[src/ppeiu_defines.svh]
// register offsets, field positions and reset values of the port event interrupt unit
`ifndef PPEIU_DEFINES_SVH
`define PPEIU_DEFINES_SVH

`define PPEIU_ADDR_W            8
`define PPEIU_OFF_SUMMARY       8'h00
`define PPEIU_OFF_ENABLE        8'h01
`define PPEIU_OFF_POWER_VIEW    8'h02
`define PPEIU_OFF_POWER_COR     8'h03
`define PPEIU_OFF_DETECT_VIEW   8'h04
`define PPEIU_OFF_DETECT_COR    8'h05
`define PPEIU_OFF_FAULT_VIEW    8'h06
`define PPEIU_OFF_FAULT_COR     8'h07
`define PPEIU_OFF_STARTUP_VIEW  8'h08
`define PPEIU_OFF_STARTUP_COR   8'h09
`define PPEIU_OFF_SUPPLY_VIEW   8'h0a
`define PPEIU_OFF_SUPPLY_COR    8'h0b

`define PPEIU_EVT_RESET         8'h00
`define PPEIU_SUMMARY_RESET     8'h00
`define PPEIU_READ_ZERO         8'h00
`define PPEIU_ENABLE_AUTO_MASK  8'he4
// edges after reset release before the strap synchroniser holds the pin level
`define PPEIU_STRAP_WAIT        2'h2

`define PPEIU_BIT_SUPPLY        7
`define PPEIU_BIT_STARTUP       6
`define PPEIU_BIT_OVERCURRENT   5
`define PPEIU_BIT_CLASSIFY      4
`define PPEIU_BIT_DETECT        3
`define PPEIU_BIT_DISCONNECT    2
`define PPEIU_BIT_PORT_POWER_GOOD         1
`define PPEIU_BIT_PWRON         0

`define PPEIU_HI_LSB            4
`define PPEIU_LO_LSB            0

`endif

[src/ppeiu_pkg.sv]
// types of the port event interrupt unit
package ppeiu_pkg;

  typedef logic [7:0] ppeiu_byte_t;

  typedef struct packed {
    ppeiu_byte_t power_evt;
    ppeiu_byte_t detect_evt;
    ppeiu_byte_t fault_evt;
    ppeiu_byte_t startup_evt;
    ppeiu_byte_t supply_evt;
    ppeiu_byte_t summary;
    ppeiu_byte_t enable_bits;
    ppeiu_byte_t rd_data;
    logic        irq_n;
    logic [3:0]  port_power_good_s1;
    logic [3:0]  port_power_good_s2;
    logic [3:0]  port_power_good_s3;
    logic [3:0]  pwron_s1;
    logic [3:0]  pwron_s2;
    logic [3:0]  pwron_s3;
    logic        auto_s1;
    logic        auto_s2;
    logic        strap_done;
    logic [1:0]  strap_cnt;
  } ppeiu_state_t;

endpackage : ppeiu_pkg

[src/ppeiu_top.sv]
// event flag registers, summary, mask and interrupt pin of the four-port power controller
//
// Notes on behaviour
// - summary bit 7 is the OR of all supply event bits.
// - summary bit 6 is the OR of all startup event bits.
// - summary bit 5 is the OR of fault event bits 3..0.
// - summary bit 4 is the OR of detect event bits 7..4.
// - summary bit 3 is the OR of detect event bits 3..0.
// - summary bit 2 is the OR of fault event bits 7..4.
// - summary bit 1 is the OR of power event bits 7..4.
// - summary bit 0 is the OR of power event bits 3..0.
// - each enable bit gates the summary bit at its own position.
// - power-good change sets bits 7..4, power-on change sets bits 3..0.
// - those change flags follow edges of the status, not its level.
// - event registers read at even offset unchanged, at odd offset then cleared.
// - reset clears power, detect, fault, startup and supply event registers.
// - detection done sets bits 3..0, classification done bits 7..4.
// - load removal shutdown sets fault bits 7..4 of that port.
// - overcurrent shutdown after good startup sets fault bits 3..0.
// - startup failure shutdown sets startup bits 3..0 of that port.
// - class overcurrent sets startup bits 7..4 of that port.
// - class limit bit on makes ports limit current by class.
// - interrupt pin goes low while an enabled summary event stands.
// - global clear bit clears summary and all event registers at once.
// - global enable zero holds interrupt off whatever the mask.
// - summary resets to zero; enable bits 7,6,5,2 copy the auto strap.
`timescale 1ns/1ps
`include "ppeiu_defines.svh"

module ppeiu_top #(
  parameter int PORTS = 4
) (
  input  wire logic                        clk_in,
  input  wire logic                        rst_n_in,
  // register access from the serial engine, same clock
  input  wire logic                        reg_rd_in,
  input  wire logic                        reg_wr_in,
  input  wire logic [`PPEIU_ADDR_W-1:0]    reg_addr_in,
  input  wire ppeiu_pkg::ppeiu_byte_t      reg_wdata_in,
  output ppeiu_pkg::ppeiu_byte_t           reg_rdata_out,
  // global control bits held elsewhere in the register file
  input  wire logic                        irq_global_enable_in,
  input  wire logic                        global_clear_in,
  input  wire logic                        class_current_limit_on_in,
  output logic                             class_current_limit_on_out,
  // auto-mode strap pin, asynchronous
  input  wire logic                        auto_mode_in,
  // port status levels, asynchronous
  input  wire logic [3:0]                  port_power_good_in,
  input  wire logic [3:0]                  port_power_on_in,
  // one-cycle event pulses from port logic, same clock
  input  wire logic [3:0]                  port_detect_done_in,
  input  wire logic [3:0]                  port_classify_done_in,
  input  wire logic [3:0]                  port_load_removed_in,
  input  wire logic [3:0]                  port_overcurrent_in,
  input  wire logic [3:0]                  port_startup_failed_in,
  input  wire logic [3:0]                  port_class_overcurrent_in,
  input  wire ppeiu_pkg::ppeiu_byte_t      supply_event_in,
  // open-drain interrupt pin, low active
  output logic                             irq_n_out,
  output logic                             irq_oe_out,
  output ppeiu_pkg::ppeiu_byte_t           summary_out
);
  import ppeiu_pkg::*;

  initial begin
    if (PORTS != 4) $error("ppeiu_top serves exactly four ports");
  end

  ppeiu_state_t st_r;
  ppeiu_state_t st_nxt;
  ppeiu_byte_t  enable_out_r;
  logic         climit_r;

  // ----------------------------------------------------------------
  // next state
  // ----------------------------------------------------------------
  always_comb begin
    logic [3:0]  pg_edge;
    logic [3:0]  pe_edge;
    ppeiu_byte_t sum_v;
    ppeiu_byte_t clr_pw;
    ppeiu_byte_t clr_dt;
    ppeiu_byte_t clr_ft;
    ppeiu_byte_t clr_st;
    ppeiu_byte_t clr_sp;
    logic        rd_cor;
    st_nxt = st_r;
    pg_edge = '0;
    pe_edge = '0;
    sum_v = `PPEIU_SUMMARY_RESET;
    clr_pw = '0;
    clr_dt = '0;
    clr_ft = '0;
    clr_st = '0;
    clr_sp = '0;
    rd_cor = 1'b0;

    // status pins: two stages, then a third for the edge compare
    st_nxt.port_power_good_s1 = port_power_good_in;
    st_nxt.port_power_good_s2 = st_r.port_power_good_s1;
    st_nxt.port_power_good_s3 = st_r.port_power_good_s2;
    st_nxt.pwron_s1 = port_power_on_in;
    st_nxt.pwron_s2 = st_r.pwron_s1;
    st_nxt.pwron_s3 = st_r.pwron_s2;
    st_nxt.auto_s1 = auto_mode_in;
    st_nxt.auto_s2 = st_r.auto_s1;

    // strap caught once, only after both synchroniser stages hold the pin level
    if (!st_r.strap_done) begin
      if (st_r.strap_cnt == `PPEIU_STRAP_WAIT) begin
        st_nxt.strap_done = 1'b1;
        st_nxt.enable_bits = st_r.auto_s2 ? `PPEIU_ENABLE_AUTO_MASK : `PPEIU_READ_ZERO;
      end else begin
        st_nxt.strap_cnt = 2'(st_r.strap_cnt + 2'h1);
      end
    end

    pg_edge = st_r.port_power_good_s2 ^ st_r.port_power_good_s3;
    pe_edge = st_r.pwron_s2 ^ st_r.pwron_s3;

    rd_cor = reg_rd_in;
    if (rd_cor) begin
      unique case (reg_addr_in)
        `PPEIU_OFF_POWER_COR:   clr_pw = st_r.power_evt;
        `PPEIU_OFF_DETECT_COR:  clr_dt = st_r.detect_evt;
        `PPEIU_OFF_FAULT_COR:   clr_ft = st_r.fault_evt;
        `PPEIU_OFF_STARTUP_COR: clr_st = st_r.startup_evt;
        `PPEIU_OFF_SUPPLY_COR:  clr_sp = st_r.supply_evt;
        default: ;
      endcase
    end
    if (global_clear_in) begin
      clr_pw = '1;
      clr_dt = '1;
      clr_ft = '1;
      clr_st = '1;
      clr_sp = '1;
    end

    // new events are ORed in after the clear, so the set wins
    st_nxt.power_evt = (st_r.power_evt & ~clr_pw) | {pg_edge, pe_edge};
    st_nxt.detect_evt = (st_r.detect_evt & ~clr_dt)
                      | {port_classify_done_in, port_detect_done_in};
    st_nxt.fault_evt = (st_r.fault_evt & ~clr_ft)
                     | {port_load_removed_in, port_overcurrent_in};
    st_nxt.startup_evt = (st_r.startup_evt & ~clr_st)
                       | {port_class_overcurrent_in, port_startup_failed_in};
    st_nxt.supply_evt = (st_r.supply_evt & ~clr_sp) | supply_event_in;

    // summary follows the flags of the next cycle
    sum_v[`PPEIU_BIT_SUPPLY] = |st_nxt.supply_evt;
    sum_v[`PPEIU_BIT_STARTUP] = |st_nxt.startup_evt;
    sum_v[`PPEIU_BIT_OVERCURRENT] = |st_nxt.fault_evt[`PPEIU_LO_LSB +: 4];
    sum_v[`PPEIU_BIT_CLASSIFY] = |st_nxt.detect_evt[`PPEIU_HI_LSB +: 4];
    sum_v[`PPEIU_BIT_DETECT] = |st_nxt.detect_evt[`PPEIU_LO_LSB +: 4];
    sum_v[`PPEIU_BIT_DISCONNECT] = |st_nxt.fault_evt[`PPEIU_HI_LSB +: 4];
    sum_v[`PPEIU_BIT_PORT_POWER_GOOD] = |st_nxt.power_evt[`PPEIU_HI_LSB +: 4];
    sum_v[`PPEIU_BIT_PWRON] = |st_nxt.power_evt[`PPEIU_LO_LSB +: 4];
    st_nxt.summary = sum_v;

    if (reg_wr_in && reg_addr_in == `PPEIU_OFF_ENABLE && st_r.strap_done) begin
      st_nxt.enable_bits = reg_wdata_in;
    end

    // pin low exactly while global enable is set and an enabled summary bit stands
    st_nxt.irq_n = ~(irq_global_enable_in
                     && |(sum_v & st_nxt.enable_bits));

    // read data registered one cycle after the strobe
    st_nxt.rd_data = `PPEIU_READ_ZERO;
    if (reg_rd_in) begin
      unique case (reg_addr_in)
        `PPEIU_OFF_SUMMARY:      st_nxt.rd_data = st_r.summary;
        `PPEIU_OFF_ENABLE:       st_nxt.rd_data = st_r.enable_bits;
        `PPEIU_OFF_POWER_VIEW,
        `PPEIU_OFF_POWER_COR:    st_nxt.rd_data = st_r.power_evt;
        `PPEIU_OFF_DETECT_VIEW,
        `PPEIU_OFF_DETECT_COR:   st_nxt.rd_data = st_r.detect_evt;
        `PPEIU_OFF_FAULT_VIEW,
        `PPEIU_OFF_FAULT_COR:    st_nxt.rd_data = st_r.fault_evt;
        `PPEIU_OFF_STARTUP_VIEW,
        `PPEIU_OFF_STARTUP_COR:  st_nxt.rd_data = st_r.startup_evt;
        `PPEIU_OFF_SUPPLY_VIEW,
        `PPEIU_OFF_SUPPLY_COR:   st_nxt.rd_data = st_r.supply_evt;
        default:                 st_nxt.rd_data = `PPEIU_READ_ZERO;
      endcase
    end
  end

  // ----------------------------------------------------------------
  // state register
  // ----------------------------------------------------------------
  always_ff @(posedge clk_in or negedge rst_n_in) begin
    if (!rst_n_in) begin
      st_r <= '0;
      st_r.irq_n <= 1'b1;
      climit_r <= 1'b0;
      enable_out_r <= `PPEIU_READ_ZERO;
    end else begin
      st_r <= st_nxt;
      climit_r <= class_current_limit_on_in;
      enable_out_r <= st_nxt.enable_bits;
    end
  end

  assign reg_rdata_out = st_r.rd_data;
  assign irq_n_out = st_r.irq_n;
  // open drain: drive only while low
  assign irq_oe_out = ~st_r.irq_n;
  assign summary_out = st_r.summary;
  assign class_current_limit_on_out = climit_r;

endmodule : ppeiu_top

[config.mk]
export PLATFORM = sky130hd
export DESIGN_NAME = ppeiu_top
export DESIGN_NICKNAME = d
export VERILOG_FILES = /design/src/ppeiu_pkg.sv /design/src/ppeiu_top.sv
export VERILOG_INCLUDE_DIRS = /design/src /design/src/src
export SDC_FILE = /design/constraint.sdc
export NUM_CORES = 1
export LEC_CHECK = 0
export BUFFER_PORTS_ARGS = -buffer_cell sky130_fd_sc_hd__buf_4
export CAP_MARGIN = 5
export CORE_UTILIZATION = 25
export CTS_CLUSTER_SIZE = 10
export DETAILED_ROUTE_END_ITERATION = 10
export GPL_TIMING_DRIVEN = 0
export SLEW_MARGIN = 20
export SYNTH_ARGS = -nofsm -noshare
export SYNTH_HDL_FRONTEND = slang
export SYNTH_SLANG_ARGS = --single-unit
[constraint.sdc]
create_clock -name clk_in -period 3.7 [get_ports clk_in]
set_input_delay 0.185 -clock clk_in [delete_from_list [all_inputs] [get_ports clk_in]]
set_output_delay 0.185 -clock clk_in [all_outputs]
set_load 0.02 [all_outputs]
# After elaboration in Yosys (flattened, before gate mapping)

Index checks and enable logic that the tools add are counted.

$add $sub $neg: 1
Equality and inequality tests: 12
Muxes and demuxes: 24
Bitwise operators: 22
Reductions and logical operators: 19

Operators by type and width:

| operator                                            | number |
|---|---|
| two-way mux 8 bit                                   | 20 |
| one-hot mux 8 bit (7 select lines)                  | 1 |
| AND 8 bit                                           | 6 |
| inverter 8 bit                                      | 5 |
| OR 8 bit                                            | 5 |
| equality test 8 x 3 -> 1 bit, second input constant | 4 |
| equality test 8 x 4 -> 1 bit, second input constant | 4 |
| OR reduction 4 bit                                  | 6 |
| OR reduction 8 bit                                  | 3 |
| equality test 8 x 2 -> 1 bit, second input constant | 2 |
| OR reduction 2 bit                                  | 5 |
| equality test 8 x 1 -> 1 bit, second input constant | 1 |
| logical NOT 8 bit                                   | 1 |
| bitwise XOR 4 bit                                   | 2 |
| inverter 1 bit                                      | 4 |
| logical AND 1 bit                                   | 3 |
| two-way mux 3 bit                                   | 1 |
| adder 2 x 1 -> 2 bit, second input constant         | 1 |
| equality test 2 bit, second input constant          | 1 |
| two-way mux 2 bit                                   | 1 |
| AND reduction 2 bit                                 | 1 |
| two-way mux 1 bit                                   | 1 |

Register bits after elaboration: 95
Input bits: 64
Output and inout port bits: 19
Word-level logic and storage cells: 98

# Longest topological paths before layout

Depth after elaboration: 12
Gate-level depth with buffers: 9
Depth with buffers taken out: 8

# Worst setup path before layout

Ideal clock, no wire load.

Path kind: input to register
Start point: input reg_addr_in[5]
End point: register st_r (netlist bit irq_n_out)
Setup time: 62 ps
Arrival: 1768 ps
Required time: 3638 ps
Path slack: 1870 ps
Cell stages on the path: 7
Path buffers: 1
Path through: or4_4 > o41a_1 > buf_6 > o41ai_4 > nand2_4 > a22oi_1 > a41o_1

RTL lines:

| what                 | RTL line         | RTL |
|---|---|---|
| start, declared      | ppeiu_top.sv:38  | `` input wire logic [`PPEIU_ADDR_W-1:0] reg_addr_in, `` |
| end signal, assigned | ppeiu_top.sv:201 | `st_r <= st_nxt;` |
| end, declared        | ppeiu_top.sv:70  | `ppeiu_state_t st_r;` |

==> impl_metrics.py <==
metrics = {
    "placement": {
        "globalplace.congestion": 0.8831,
        "place.detailed.hpwl_um": 7654,
        "dpl_cell_area_mm2": 0.004742,
        "dp_worst_setup_slack_ns": 1.138,
        "port_buffers": 81,
    },
    "synthesis": {
        "post-synth-top-area-fraction_pct": 60.39,
        "yosys_warnings": 0,
        "async_flop_share_pct": 100.0,
        "yosysUniqueCellTypes": 52,
        "postSynthCellCount": 312,
        "synth_edf_count": 0,
        "syn-num-nets": 377,
        "syn_area_mm2": 0.003895,
        "synth_seq_area_share_pct": 61.07,
        "synth_ff_type": "dfrtp_1",
        "synth_top_cell_by_area": "dfrtp_1",
        "yosys-top-cells-area": "dfrtp_1, a21o_1, buf_4",
        "yosys-top-cells-count": "dfrtp_1, a21o_1, buf_4",
        "post-synth-top-count-cell": "dfrtp_1",
        "synth_seq_cells": 95,
        "synth.avg_cell_area_um2": 12.48,
    },
    "cells_and_area": {
        "postLayoutCellArea_mm2": 0.005157,
        "antennaDiodeCount": 0,
        "finish.net_count": 480,
        "drive_gt1_share_pct": 32.86,
        "syn_to_final_growth_pct": 32.41,
    },
    "timing": {
        "setup_viol": 0,
        "hold_slack_ns": 0.02293,
        "timing.fmax_mhz": 458.6,
        "hold_viol_final": 0,
        "relSlewSlack_pct": 42.88,
        "rsz0062_at_grt": "false",
        "setup-tns-final_ns": 0,
        "min_period_over_period_pct": 58.94,
        "worst_pin_slew_ns": 0.8568,
        "maxSlewViolCount": 0,
        "setup_slack_ns": 1.519,
        "skew_ns": 0.005554,
        "fin_crit_ns": 2.181,
    },
    "grt": {
        "grt_pass1_vias": 3174,
        "track_usage_pct": 13.38,
        "grt_pass1_wl_um": 16310,
        "antenna_found_initial": 0,
        "gr-total-overflow": 0,
        "grt_max_degree": 96,
    },
    "worst_setup_path": {
        "rrSetupSlack_ns": 1.71,
        "path_cells": "buf_4 > nor4_1 > buf_2 > nand2b_1 > nor4_2 > a222oi_1 > a31oi_1",
        "path_max_fanout": 10,
        "r2r_start": "st_r[73]",
        "cp-start-kind": "input pin",
        "end_kind": "register",
        "worstReg2RegEnd": "irq_n_out",
        "crit_type": "in -> reg",
        "worstRegToRegCells": 5,
        "cp.required_ns": 3.95,
        "arrival_ns": 2.43,
        "max_stage_delay_ns": 0.62,
        "crit_slowest_cell": "nor4_1",
    },
    "routing": {
        "drt-initial-drc-count": 196,
        "ant_nets": 0,
        "viasPerCell": 4.743,
        "dr.pass1.iters": 6,
        "vias": 2884,
        "drc": 0,
        "routed_wl_um": 10030,
        "routedWlPerCell_um": 16.49,
    },
    "clocking": {
        "cts_made_buffers": 9,
        "cts_tree": "done",
        "clock_latency_ns": 0.34,
        "clk_path_buf_depth": 2,
        "cts_resized": 0,
        "clock_sinks": 95,
        "cts_root_buffer": "clkbuf_16",
        "clk_pin_slew_worst_paths_ns": 0.07,
        "htree_levels": 3,
    },
    "die": {
        "die_h_um": 126.8,
        "rows": 45,
        "die_w_um": 126.8,
        "core_area_mm2": 0.01520,
        "io_pins": 83,
        "die_area_mm2": 0.01608,
        "start_util_pct": 25.62,
    },
    "hold_path": {
        "hp-start": "port_class_overcurrent_in[3]",
        "min_path_type": "in -> reg",
        "min_to": "st_r[69]",
        "whs_path_depth": 2,
    },
    "power_and_ir_drop": {
        "power.density_mw_per_mm2": 445.1,
        "p_leak_nw": 2.289,
        "ir_drop_mv": 0.2115,
    },
    "job": {
        "max-cap-violations": 0,
    },
    "status": {
        "status": "completed",
    },
}
==> repair_timing <==
action,CTS,global route
endpoints found under the hold margin,104,0
buffers inserted,0,0
hold buffers,11,0
==> cell families (layout without fill, tap and decap cells) <==
group | after synthesis | in the layout | share of synthesized area [%]
buffers and inverters | 35 | 143 | 5.204
XOR/XNOR | 9 | 9 | 2.024
AND/OR/NAND/NOR | 67 | 67 | 10.34
multiplexers | 3 | 3 | 0.7710
AO/OA/AOI/OAI | 102 | 102 | 20.27
adder cells (fa/ha/maj) | 1 | 1 | 0.3212
flip-flops | 95 | 95 | 61.07
==> worst max-delay path: cells and delay by family <==
kind / cells / cell delay (ns)
simple gates: 3 / 1.37
compound gates: 2 / 0.43
buf+inv: 2 / 0.44
==> flip-flops by register name, indices dropped and copies added (netlist names) <==
name	flops
class_current_limit_on_out	1
irq_n_out	1
reg_rdata_out	8
st_nxt	17
st_r	60
summary_out	8
==> where the power goes <==
group          switching [mW]  leakage, nW  internal, mW
registers              0.0494         1.07          1.10
logic                  0.0985         1.08         0.105
clock network           0.416        0.136         0.531
total                   0.564         2.29          1.73
==> worst max path at each step <==
stage,from,endpoint,slack (ns)
2_1_floorplan,reg_addr_in[5],irq_n_out,1.87
3_3_place_gp,reg_addr_in[5],reg_rdata_out[1],1.19
3_5_place_dp,reg_addr_in[5],reg_rdata_out[5],1.14
4_1_cts,reg_addr_in[5],reg_rdata_out[5],1.50
5_1_grt,reg_addr_in[5],reg_rdata_out[3],1.39
6_report,reg_addr_in[5],reg_rdata_out[5],1.52
==> layer usage <==
layer | routed length (um) | part of all wire, % | track usage, % | vias to the layer above
li1 | - | - | - | 1353
met1 | 4413 | 44 | 16.61 | 1396
met2 | 4634 | 46 | 21.17 | 105
met3 | 598 | 6.0 | 3.838 | 30
met4 | 380 | 3.8 | 6.933 | 0
met5 | 0 | 0 | 0 | -
==> placed cells by master (no fill, tap or decap), types with 2 or more instances in the layout <==
cell type / instances
dfrtp_1: 94
buf_4: 96
buf_6: 2
nor4_1: 14
a21o_2: 8
a21oi_1: 14
a21o_1: 33
o41ai_1: 2
buf_2: 3
xor2_1: 8
a222oi_1: 8
and3_1: 2
and2_1: 2
clkbuf_16: 9
dlygate4sd3_1: 11
clkbuf_1: 4
or4_1: 3
clkinvlp_4: 4
nor2_1: 10
nand2_1: 13
o21ai_0: 6
mux2i_1: 3
a31oi_1: 7
a221oi_1: 3
nand2b_1: 4
nand3_1: 6
a22o_1: 3
inv_1: 10
a22oi_1: 9
==> stage by stage <==
step	std cells	util, %	total power [mW]
6_report	608	33.93	2.296
5_1_grt	608	33.93	2.387
4_1_cts	608	33.93	2.317
3_5_place_dp	581	31.19	1.363
3_3_place_gp	581	31.17	1.356
2_1_floorplan	312	-	1.237
==> cell type report <==
| type | instances | area (um2) |
|---|---|---|
| clock buffer | 9 | 225.2 |
| tap | 188 | 235.2 |
| fill | 1524 | 10040 |
| buffer | 25 | 165.2 |
| inverter | 10 | 37.54 |
| multi-input combinational | 182 | 1314 |
| timing repair buffer | 92 | 721.9 |
| sequential | 95 | 2379 |
| clock inverter | 7 | 80.08 |
No activity file was read; power rests on OpenSTA's default activity.
